## src/inc/pwr_pkg.sv

```systemverilog
// Shared constants and types of the chip power mode controller.
// Assumes a single 125 MHz clk_sys and a synchronous active-high reset.
package pwr_pkg;

	// Clock rates in units of 100 kHz
	localparam logic [11:0] SYS_RATE = 12'h4e2;     // 125 MHz clk_sys
	localparam logic [11:0] RATE_CORE_FULL = 12'h1e0; // 48 MHz
	localparam logic [11:0] RATE_BUS_FULL = 12'h0f0;  // 24 MHz
	localparam logic [11:0] RATE_CORE_SLOW = 12'h028; // 4 MHz
	localparam logic [11:0] RATE_BUS_SLOW = 12'h008;  // 0.8 MHz

	// Timing
	localparam int unsigned CLK_PERIOD_NS = 8;
	localparam int unsigned RESTORE_NS = 40;
	localparam int unsigned RESTORE_CYC =
		(RESTORE_NS + CLK_PERIOD_NS - 1) / CLK_PERIOD_NS;
	localparam int unsigned WAKE_RST_NS = 80;
	localparam int unsigned WAKE_RST_CYC =
		(WAKE_RST_NS + CLK_PERIOD_NS - 1) / CLK_PERIOD_NS;

	// Sizes
	localparam int unsigned IRQ_NUM = 32;
	localparam int unsigned REGFILE_BYTES = 32;
	localparam logic [7:0] REGFILE_RST = 8'h00;

	typedef enum logic [3:0] {
		M_RUN = 4'h0,
		M_COMPUTE_ONLY_RUN = 4'h1,
		M_VERY_LOW_POWER_RUN = 4'h2,
		M_LOW_POWER_COMPUTE_ONLY_RUN = 4'h3,
		M_WAIT = 4'h4,
		M_VERY_LOW_POWER_WAIT = 4'h5,
		M_STOP = 4'h6,
		M_VERY_LOW_POWER_HALT = 4'h7,
		M_LOW_LEAKAGE_HALT = 4'h8,
		M_LEAKAGE_HALT_SRAM_KEPT = 4'h9,
		M_LEAKAGE_HALT_REGFILE_KEPT = 4'ha,
		M_LEAKAGE_HALT_DEEPEST = 4'hb
	} pwr_mode_t;

	// Deep-sleep flavour chosen by software before the wait instruction
	typedef enum logic [2:0] {
		H_STOP = 3'h0,
		H_LOW_LEAKAGE = 3'h1,
		H_SRAM_KEPT = 3'h2,
		H_REGFILE_KEPT = 3'h3,
		H_DEEPEST = 3'h4
	} pwr_halt_sel_t;

	typedef enum logic [1:0] {
		S_RUN = 2'h0,
		S_SLEEP = 2'h1,
		S_RESTORE = 2'h2,
		S_WAKE_RESET = 2'h3
	} pwr_state_t;

	typedef struct packed {
		logic core_on;
		logic sys_on;
		logic slow;
		logic bus_on;
		logic flash_on;
		logic periph_on;
	} pwr_clk_cfg_t;

endpackage

```

## src/inc/pwr_wic_if.sv

```systemverilog
// Link between the mode controller and its wake-up interrupt controller.
// Both ends run on clk_sys.
interface pwr_wic_if #(
	parameter int unsigned N = pwr_pkg::IRQ_NUM
);
	logic armed;
	logic [N-1:0] mask;
	logic wake_req;

	modport ctrl (output armed, output mask, input wake_req);
	modport wic (input armed, input mask, output wake_req);
endinterface

```

## src/hdl/pwr_mode_ctrl.sv

```systemverilog
// Chip power mode controller: run, wait, stop and leakage modes,
// clock enables, retention controls and recovery paths.
// Assumes core inputs are on clk_sys; wake pins are asynchronous.

// How it works
// - Pin states are held whenever the chip is outside its run state.
// - Only the wait-for-interrupt pulse moves the chip into a sleep mode.
// - Full-speed and low-power run modes each pick their own wait and stop flavour at entry.
// - Full run gives 48 MHz core, 24 MHz bus and flash, peripherals on.
// - Compute-only run keeps the 48 MHz core with bus and flash off.
// - Low-power compute-only run gives a 4 MHz core, bus and flash off.
// - Wait stops the core, system 48 MHz, bus 24 MHz, flash and periph off.
// - Low-power wait stops the core, system 4 MHz, bus 0.8 MHz.
// - Stop turns off all clocks, keeps state and low-voltage detect.
// - Low-power halt drops low-voltage detect, keeps ADC and pin wake.
// - Low-leakage halt drops the interrupt controller; wake-up unit only.
// - Waking from the SRAM-kept leakage mode runs a reset, SRAM kept.
// - The register-file leakage mode drops SRAM but keeps 32 bytes.
// - Deepest mode stops the oscillator, reset optional, wakes by reset.
// - In wait, stop and low-power halt, any unmasked interrupt requests wake-up.
module pwr_mode_ctrl #(
	parameter int unsigned N = pwr_pkg::IRQ_NUM
) (
	// Clock and reset
	input wire logic clk_sys,
	input wire logic rst,
	// Core requests
	input wire logic wfi_exec,
	input wire logic sleep_deep,
	input wire pwr_pkg::pwr_halt_sel_t halt_sel,
	input wire logic vlp_sel,
	input wire logic compute_only_sel,
	input wire logic por_keep_on,
	// Wake sources
	input wire logic [N-1:0] irq_line,
	input wire logic [N-1:0] irq_mask,
	input wire logic leakage_wakeup_pin,
	// System register file
	input wire logic regf_we,
	input wire logic [4:0] regf_addr,
	input wire logic [7:0] regf_wdata,
	output logic [7:0] regf_rdata,
	// Clock enables
	output logic core_clk_en,
	output logic sys_clk_en,
	output logic bus_clk_en,
	output logic flash_clk_en,
	output logic periph_clk_en,
	// Power and retention controls
	output logic io_hold,
	output logic low_voltage_detect_en,
	output logic adc_pin_wake_en,
	output logic nested_irq_ctrl_en,
	output logic sram_retain,
	output logic regfile_retain,
	output logic low_power_osc_en,
	output logic por_en,
	// Status
	output logic wake_reset,
	output logic core_resume,
	output pwr_pkg::pwr_mode_t mode
);
	pwr_pkg::pwr_state_t state_q, state_d;
	pwr_pkg::pwr_mode_t mode_q, mode_d, ctx_q, ctx_d;
	logic [3:0] cnt_q, cnt_d;
	logic [11:0] sys_acc_q, bus_acc_q;
	logic [12:0] sys_step, bus_step;
	logic leakage_wakeup_unit_s1_q, leakage_wakeup_unit_s2_q;
	logic [7:0] regf_q [pwr_pkg::REGFILE_BYTES];
	logic core_en_q, sys_en_q, bus_en_q, flash_en_q, periph_en_q;
	logic hold_q, lvd_q, adc_q, nested_interrupt_controller_q, sram_q, regf_ret_q;
	logic lpo_q, por_q, wrst_q, resume_q;
	wire pwr_pkg::pwr_clk_cfg_t cfg;
	wire pwr_pkg::pwr_mode_t run_mode, entry_mode;
	wire logic in_run, in_sleep, wic_path, wake_now, via_reset;
	pwr_wic_if #(.N(N)) wif ();

	// Clock plan of each mode
	function automatic pwr_pkg::pwr_clk_cfg_t clk_cfg(pwr_pkg::pwr_mode_t m);
		case (m)
			pwr_pkg::M_RUN: clk_cfg = 6'b110111;
			pwr_pkg::M_COMPUTE_ONLY_RUN: clk_cfg = 6'b110000;
			pwr_pkg::M_VERY_LOW_POWER_RUN: clk_cfg = 6'b111111;
			pwr_pkg::M_LOW_POWER_COMPUTE_ONLY_RUN: clk_cfg = 6'b111000;
			pwr_pkg::M_WAIT: clk_cfg = 6'b010100;
			pwr_pkg::M_VERY_LOW_POWER_WAIT: clk_cfg = 6'b011100;
			default: clk_cfg = 6'b000000;
		endcase
	endfunction

	// Fractional divider step: {tick, next accumulator}
	function automatic logic [12:0] acc_step(logic [11:0] acc,
			logic [11:0] rate, logic on);
		logic [12:0] sum;
		sum = {1'b0, acc} + {1'b0, rate};
		if (!on)
			acc_step = 13'h0000;
		else if (sum >= {1'b0, pwr_pkg::SYS_RATE})
			acc_step = {1'b1, 12'(sum - {1'b0, pwr_pkg::SYS_RATE})};
		else
			acc_step = {1'b0, sum[11:0]};
	endfunction

	function automatic logic is_slow(pwr_pkg::pwr_mode_t m);
		is_slow = m == pwr_pkg::M_VERY_LOW_POWER_RUN ||
			m == pwr_pkg::M_LOW_POWER_COMPUTE_ONLY_RUN;
	endfunction

	// Wake-up interrupt controller
	pwr_wic #(.N(N)) u_wic (
		.clk_sys(clk_sys),
		.rst(rst),
		.irq_line(irq_line),
		.wic(wif.wic)
	);

	// Mode decoding
	assign cfg = clk_cfg(mode_q);
	assign in_run = state_q == pwr_pkg::S_RUN;
	assign in_sleep = state_q == pwr_pkg::S_SLEEP;
	assign run_mode = vlp_sel ?
		(compute_only_sel ? pwr_pkg::M_LOW_POWER_COMPUTE_ONLY_RUN :
			pwr_pkg::M_VERY_LOW_POWER_RUN) :
		(compute_only_sel ? pwr_pkg::M_COMPUTE_ONLY_RUN : pwr_pkg::M_RUN);
	assign entry_mode = !sleep_deep ?
		(is_slow(mode_q) ? pwr_pkg::M_VERY_LOW_POWER_WAIT : pwr_pkg::M_WAIT) :
		halt_sel == pwr_pkg::H_STOP ?
		(is_slow(mode_q) ? pwr_pkg::M_VERY_LOW_POWER_HALT : pwr_pkg::M_STOP) :
		halt_sel == pwr_pkg::H_LOW_LEAKAGE ? pwr_pkg::M_LOW_LEAKAGE_HALT :
		halt_sel == pwr_pkg::H_SRAM_KEPT ? pwr_pkg::M_LEAKAGE_HALT_SRAM_KEPT :
		halt_sel == pwr_pkg::H_REGFILE_KEPT ?
		pwr_pkg::M_LEAKAGE_HALT_REGFILE_KEPT : pwr_pkg::M_LEAKAGE_HALT_DEEPEST;
	// interrupt path only in wait, stop and low-power halt modes
	assign wic_path = mode_q < pwr_pkg::M_LOW_LEAKAGE_HALT;
	assign wake_now = in_sleep && (wic_path ? wif.wake_req : leakage_wakeup_unit_s2_q);
	// leakage modes beyond low-leakage wake via reset
	assign via_reset = mode_q > pwr_pkg::M_LOW_LEAKAGE_HALT;
	// arm while sleeping in wait, stop or low-power halt
	assign wif.armed = in_sleep && wic_path;
	assign wif.mask = irq_mask;

	// Sequencer
	always_comb begin
		state_d = state_q;
		mode_d = mode_q;
		ctx_d = ctx_q;
		cnt_d = cnt_q;
		case (state_q)
			pwr_pkg::S_RUN: begin
				mode_d = run_mode;
				if (wfi_exec) begin
					state_d = pwr_pkg::S_SLEEP;
					mode_d = entry_mode;
					ctx_d = mode_q;
				end
			end
			pwr_pkg::S_SLEEP: begin
				if (wake_now && via_reset) begin
					state_d = pwr_pkg::S_WAKE_RESET;
					cnt_d = 4'(pwr_pkg::WAKE_RST_CYC - 1);
				end else if (wake_now) begin
					state_d = pwr_pkg::S_RESTORE;
					mode_d = ctx_q;
					cnt_d = 4'(pwr_pkg::RESTORE_CYC - 1);
				end
			end
			pwr_pkg::S_RESTORE: begin
				cnt_d = cnt_q - 4'h1;
				if (cnt_q == 4'h0) begin
					state_d = pwr_pkg::S_RUN;
				end
			end
			pwr_pkg::S_WAKE_RESET: begin
				cnt_d = cnt_q - 4'h1;
				mode_d = pwr_pkg::M_RUN;
				if (cnt_q == 4'h0) begin
					state_d = pwr_pkg::S_RUN;
				end
			end
			default: state_d = pwr_pkg::S_RUN;
		endcase
	end

	// State registers and wake pin synchroniser
	always_ff @(posedge clk_sys) begin
		if (rst) begin
			state_q <= pwr_pkg::S_RUN;
			mode_q <= pwr_pkg::M_RUN;
			ctx_q <= pwr_pkg::M_RUN;
			cnt_q <= 4'h0;
			leakage_wakeup_unit_s1_q <= 1'b0;
			leakage_wakeup_unit_s2_q <= 1'b0;
		end else begin
			state_q <= state_d;
			mode_q <= mode_d;
			ctx_q <= ctx_d;
			cnt_q <= cnt_d;
			leakage_wakeup_unit_s1_q <= leakage_wakeup_pin;
			leakage_wakeup_unit_s2_q <= leakage_wakeup_unit_s1_q;
		end
	end

	// Rate dividers for system/core and bus/flash
	assign sys_step = acc_step(sys_acc_q,
		cfg.slow ? pwr_pkg::RATE_CORE_SLOW : pwr_pkg::RATE_CORE_FULL,
		cfg.sys_on);
	assign bus_step = acc_step(bus_acc_q,
		cfg.slow ? pwr_pkg::RATE_BUS_SLOW : pwr_pkg::RATE_BUS_FULL,
		cfg.bus_on);

	// Gated clock enable pulses; core held off until run
	always_ff @(posedge clk_sys) begin
		if (rst) begin
			sys_acc_q <= 12'h000;
			bus_acc_q <= 12'h000;
			core_en_q <= 1'b0;
			sys_en_q <= 1'b0;
			bus_en_q <= 1'b0;
			flash_en_q <= 1'b0;
			periph_en_q <= 1'b0;
		end else begin
			sys_acc_q <= sys_step[11:0];
			bus_acc_q <= bus_step[11:0];
			core_en_q <= sys_step[12] && cfg.core_on && in_run;
			sys_en_q <= sys_step[12];
			bus_en_q <= bus_step[12];
			flash_en_q <= bus_step[12] && cfg.flash_on;
			periph_en_q <= bus_step[12] && cfg.periph_on;
		end
	end

	// Power, retention and status controls
	always_ff @(posedge clk_sys) begin
		if (rst) begin
			hold_q <= 1'b0;
			lvd_q <= 1'b1;
			adc_q <= 1'b1;
			nested_interrupt_controller_q <= 1'b1;
			sram_q <= 1'b1;
			regf_ret_q <= 1'b1;
			lpo_q <= 1'b1;
			por_q <= 1'b1;
			wrst_q <= 1'b0;
			resume_q <= 1'b0;
		end else begin
			hold_q <= state_d != pwr_pkg::S_RUN;
			// detector off only in low-power halt
			lvd_q <= mode_d != pwr_pkg::M_VERY_LOW_POWER_HALT;
			adc_q <= mode_d < pwr_pkg::M_LOW_LEAKAGE_HALT;
			nested_interrupt_controller_q <= mode_d < pwr_pkg::M_LOW_LEAKAGE_HALT;
			// SRAM lost from register-file mode down
			sram_q <= mode_d < pwr_pkg::M_LEAKAGE_HALT_REGFILE_KEPT;
			regf_ret_q <= mode_d != pwr_pkg::M_LEAKAGE_HALT_DEEPEST;
			lpo_q <= mode_d != pwr_pkg::M_LEAKAGE_HALT_DEEPEST;
			por_q <= mode_d != pwr_pkg::M_LEAKAGE_HALT_DEEPEST || por_keep_on;
			wrst_q <= state_d == pwr_pkg::S_WAKE_RESET;
			resume_q <= state_q == pwr_pkg::S_RESTORE &&
				state_d == pwr_pkg::S_RUN;
		end
	end

	// register file survives wake reset; cleared only by rst
	always_ff @(posedge clk_sys) begin
		if (rst) begin
			for (int i = 0; i < pwr_pkg::REGFILE_BYTES; i++) begin
				regf_q[i] <= pwr_pkg::REGFILE_RST;
			end
			regf_rdata <= pwr_pkg::REGFILE_RST;
		end else begin
			if (regf_we && in_run) begin
				regf_q[regf_addr] <= regf_wdata;
			end
			regf_rdata <= regf_q[regf_addr];
		end
	end

	// Output wiring
	assign core_clk_en = core_en_q;
	assign sys_clk_en = sys_en_q;
	assign bus_clk_en = bus_en_q;
	assign flash_clk_en = flash_en_q;
	assign periph_clk_en = periph_en_q;
	assign io_hold = hold_q;
	assign low_voltage_detect_en = lvd_q;
	assign adc_pin_wake_en = adc_q;
	assign nested_irq_ctrl_en = nested_interrupt_controller_q;
	assign sram_retain = sram_q;
	assign regfile_retain = regf_ret_q;
	assign low_power_osc_en = lpo_q;
	assign por_en = por_q;
	assign wake_reset = wrst_q;
	assign core_resume = resume_q;
	assign mode = mode_q;
endmodule

```

## src/hdl/pwr_wic.sv

```systemverilog
// Wake-up interrupt controller: flat masking, no priority.
// Assumes interrupt lines may come from other domains or pins.
module pwr_wic #(
	parameter int unsigned N = pwr_pkg::IRQ_NUM
) (
	// Clock and reset
	input wire logic clk_sys,
	input wire logic rst,
	// Raw interrupt lines
	input wire logic [N-1:0] irq_line,
	// Controller side
	pwr_wic_if.wic wic
);
	logic [N-1:0] irq_s1_q;
	logic [N-1:0] irq_s2_q;
	logic wake_q;
	wire logic hit;

	// Two-stage synchroniser
	always_ff @(posedge clk_sys) begin
		if (rst) begin
			irq_s1_q <= '0;
			irq_s2_q <= '0;
		end else begin
			irq_s1_q <= irq_line;
			irq_s2_q <= irq_s1_q;
		end
	end

	assign hit = wic.armed && |(irq_s2_q & ~wic.mask);

	// Registered wake request
	always_ff @(posedge clk_sys) begin
		if (rst) begin
			wake_q <= 1'b0;
		end else begin
			wake_q <= hit;
		end
	end

	assign wic.wake_req = wake_q;
endmodule

```

## config.mk

```make
export PLATFORM = sky130hd
export DESIGN_NAME = pwr_mode_ctrl
export DESIGN_NICKNAME = d
export VERILOG_FILES = /design/src/inc/pwr_pkg.sv /design/src/inc/pwr_wic_if.sv /design/src/hdl/pwr_mode_ctrl.sv /design/src/hdl/pwr_wic.sv
export SDC_FILE = /design/constraint.sdc
export NUM_CORES = 1
export LEC_CHECK = 0
export CAP_MARGIN = 20
export CORE_MARGIN = 3
export CORE_UTILIZATION = 60
export CTS_CLUSTER_DIAMETER = 40
export DETAILED_ROUTE_END_ITERATION = 8
export DONT_BUFFER_PORTS = 1
export PLACE_DENSITY_LB_ADDON = 0.08
export SLEW_MARGIN = 10
export SYNTH_ARGS = -nofsm -noshare
export SYNTH_HDL_FRONTEND = slang
export SYNTH_SLANG_ARGS = --single-unit
```

## constraint.sdc

```tcl
create_clock -name clk_sys -period 3.4 [get_ports clk_sys]
set_input_delay 0.34 -clock clk_sys [delete_from_list [all_inputs] [get_ports clk_sys]]
set_output_delay 0.34 -clock clk_sys [all_outputs]
set_load 0.01 [all_outputs]
```

==> qor.yml <==
timing:
  worst_pin_slew_ps: 1070
  maxSlewViolCount: 0
  finalSetupViolations: 0
  clock_skew_ps: 14.3
  max_freq_ghz: 0.311
  report.final.hold_viol_count: 0
  finalCriticalPeriod_ps: 3210
  min_period_over_period_pct: 94.5
  tns_ps: 0
  rsz0062_at_grt: "no"
  slew_headroom_pct: 28.4
  worst_slack_ps: 185
  hold-worst-slack_ps: 15.3
global_routing:
  antenna_found_initial: 0
  grt_pass1_vias: 11000
  grt_pass1_wl_um: 63100
  grt_max_degree: 92
  gr-total-overflow: 0
  grt_usage_pct: 26.8
logic_synthesis:
  synth_seq_area_share_pct: 59.5
  yosys.area.top_type: "edfxtp_1"
  synthesis.instances: 1345
  synthTopCellsByArea: "edfxtp_1, dfxtp_1, and2_1, mux4_2, nor2b_1"
  yosys_warnings: 0
  synth-seq-cells: 379
  avgSynthCellArea_um2: 12.7
  synth-edff-count: 256
  yosys.area.top_type_share_pct: 45.1
  async_flop_share_pct: 0
  syn-cell-area_um2: 17100
  synth_ff_type: "edfxtp_1"
  ys_types: 77
  synth_nets: 1451
run:
  max_cap_viol_count: 0
detailed_routing:
  drt-initial-drc-count: 1042
  vias_per_cell: 5.88
  wl_per_cell_um: 22.0
  detail-route-antenna-nets: 0
  drcViolationCount: 0
  wl_um: 40400
  via_count: 10800
  first_pass_iters: 5
die:
  die_w_um: 175
  fp.dieH_um: 175
  dieArea_um2: 30500
  start_util_pct: 61.0
  core-area_um2: 27900
  io_pins: 116
  rows: 61
cts:
  cts_root_buffer: "clkbuf_16"
  max-clock-path-buffers: 3
  ctsHtreeMaxLevel: 2
  cts_buffers: 46
  clk_latency_ps: 540
  clkSinkCount: 379
  clk_pin_slew_ps: 60
  cts_tree: "built"
worst_setup_path:
  cp-start-kind: "flip-flop"
  cp_slowest_stage_delay_ps: 390
  cp-endpoint: "sys_acc_q[7]"
  worstPathRequired_ps: 3850
  r2r_end: "sys_acc_q[7]"
  worstPathCellList: "nand3b_1 > nand2_1 > nand2_1 > buf_4 > ha_1 > or3b_1 > o2111a_1 > and3_1 > a2111oi_4 > buf_4 > nor2_4 > or3_1 > a21oi_1"
  crit_path_max_fanout: 7
  rr_worst_depth: 13
  crit_path_top_delay_cell: "ha_1"
  worstSetupEndpointType: "flip-flop"
  crit_path_start: "mode[1]"
  path_class: "reg2reg"
  crit_arrival_ps: 3670
  reg2reg_from: "mode[1]"
  reg2reg_setup_slack_ps: 190
cells_and_area:
  fillers: 1957
  layout_common_cells: "and2_1, edfxtp_1, dfxtp_1"
  drive_above_1_share_pct: 17.1
  final_common_cell: "and2_1"
  final_core_util_pct: 70.8
  n_antenna_cell: 0
  seq_area_um2: 10100
  multiInputGateArea_um2: 6420
  fin_nets: 1529
  area_growth_pct: 16.0
  fin_cells: 1838
placement:
  dpl_worst_slack_ps: 151
  numPortBuffers: 0
  dp_hpwl_um: 23700
  dp_cells: 1692
  place.gp.congestion: 0.832
power:
  p_leak_nw: 7.46
  peakVddDrop_v: 0.000419
  power.density_nw_per_um2: 607
hold_path:
  hold_path.class: "in2reg"
outcome:
  status: "completed"
==> logic make-up after synthesis <==
group           Yosys count  share of synthesized area, %
simple gates            569                          19.5
flops                   379                          59.5
compound gates          161                          6.75
buf+inv                 128                          3.03
mux                      72                          8.94
xor+xnor                 19                         0.976
fa+ha+maj                17                          1.29
==> critical path, delay by kind of cell (launching register included) <==
kind	cells	cell delay [ps]
buffers and inverters	2	390
adders and majority gates	1	390
and+or+nand+nor	7	1360
AOI/OAI and AO/OA	3	620
DFF	1	370
==> power by group <==
group	leakage [nW]	total, mW	switching, mW	internal (mW)
combinational	3.05	1.81	1.03	0.777
sequential	3.64	5.29	0.133	5.15
clock	0.766	4.91	1.93	2.97
total	7.46	12.0	3.10	8.90
==> metal layers <==
layer	vias to the layer above	GRT usage [%]	routed length, um
li1	5001	-	-
met1	5287	36.7	17000
met2	434	43.4	19200
met3	87	5.08	2840
met4	0	9.44	1380
met5	-	0	0
==> timing repair <==
item	CTS	global route
setup buffers	0	3
hold endpoints to repair	264	1
gates resized for setup	0	6
setup endpoints to repair	0	8
hold buffers	54	1
==> registers in the layout, summed over array words and instances (netlist names), 2 cells and up, named ones only <==
register and count:
ctx_q 4, state_q 2, regf_q 256, u_wic.irq_s2_q 32, sys_acc_q 10, u_wic.irq_s1_q 32
bus_acc_q 10, cnt_q 4, mode 4, regf_rdata 8
==> how the worst min path moves through the flow <==
stage | startpoint | endpoint | slack [ps] | cells after the start
2_1_floorplan | leakage_wakeup_unit_s1_q | leakage_wakeup_unit_s2_q | 410 | 1
3_3_place_gp | u_wic.irq_s1_q[13] | u_wic.irq_s2_q[13] | 420 | 1
3_5_place_dp | u_wic.irq_s1_q[24] | u_wic.irq_s2_q[24] | 420 | 1
4_1_cts | regf_wdata[7] | regf_q[30][7] | 0.6 | 1
5_1_grt | regf_wdata[6] | regf_q[28][6] | 0.8 | 1
6_report | regf_wdata[4] | regf_q[4][4] | 20 | 1
==> stage by stage <==
step,total power [mW],cell area [um2]
6_report,12.0,19800
5_1_grt,12.5,19800
4_1_cts,12.0,19700
3_5_place_dp,6.95,17500
3_3_place_gp,6.91,17500
2_1_floorplan,6.70,17100
==> synthesized netlist by cell type, types with 4 or more instances <==
| library cell | instances |
|---|---|
| nand3b_1 | 8 |
| or2_2 | 34 |
| o21ai_0 | 22 |
| edfxtp_1 | 256 |
| dfxtp_1 | 123 |
| a31oi_1 | 5 |
| o22ai_1 | 14 |
| nand4_1 | 4 |
| a221oi_1 | 6 |
| nor3_1 | 14 |
| nand2_1 | 29 |
| xor2_1 | 8 |
| mux2i_1 | 6 |
| and3_1 | 9 |
| clkbuf_1 | 56 |
| nor2_1 | 79 |
| o211ai_1 | 5 |
| inv_1 | 54 |
| mux4_2 | 64 |
| nor3b_1 | 4 |
| nand2b_1 | 8 |
| a21o_1 | 6 |
| a211oi_1 | 7 |
| or3_1 | 10 |
| buf_1 | 5 |
| xnor2_1 | 11 |
| a22oi_1 | 27 |
| buf_2 | 7 |
| ha_1 | 16 |
| nand3_1 | 11 |
| a21oi_1 | 27 |
| nor2b_1 | 75 |
| and2_1 | 263 |
| a41oi_1 | 7 |
==> layout make-up <==
type | instances | share of cell area [%]
Clock buffer | 58 | 6.57
Clock inverter | 27 | 1.36
Inverter | 54 | 1.02
Multi-Input combinational cell | 838 | 32.4
Sequential cell | 379 | 51.3
Tap cell | 378 | 2.39
Timing Repair Buffer | 104 | 4.91
No activity file was read; power rests on OpenSTA's default activity.
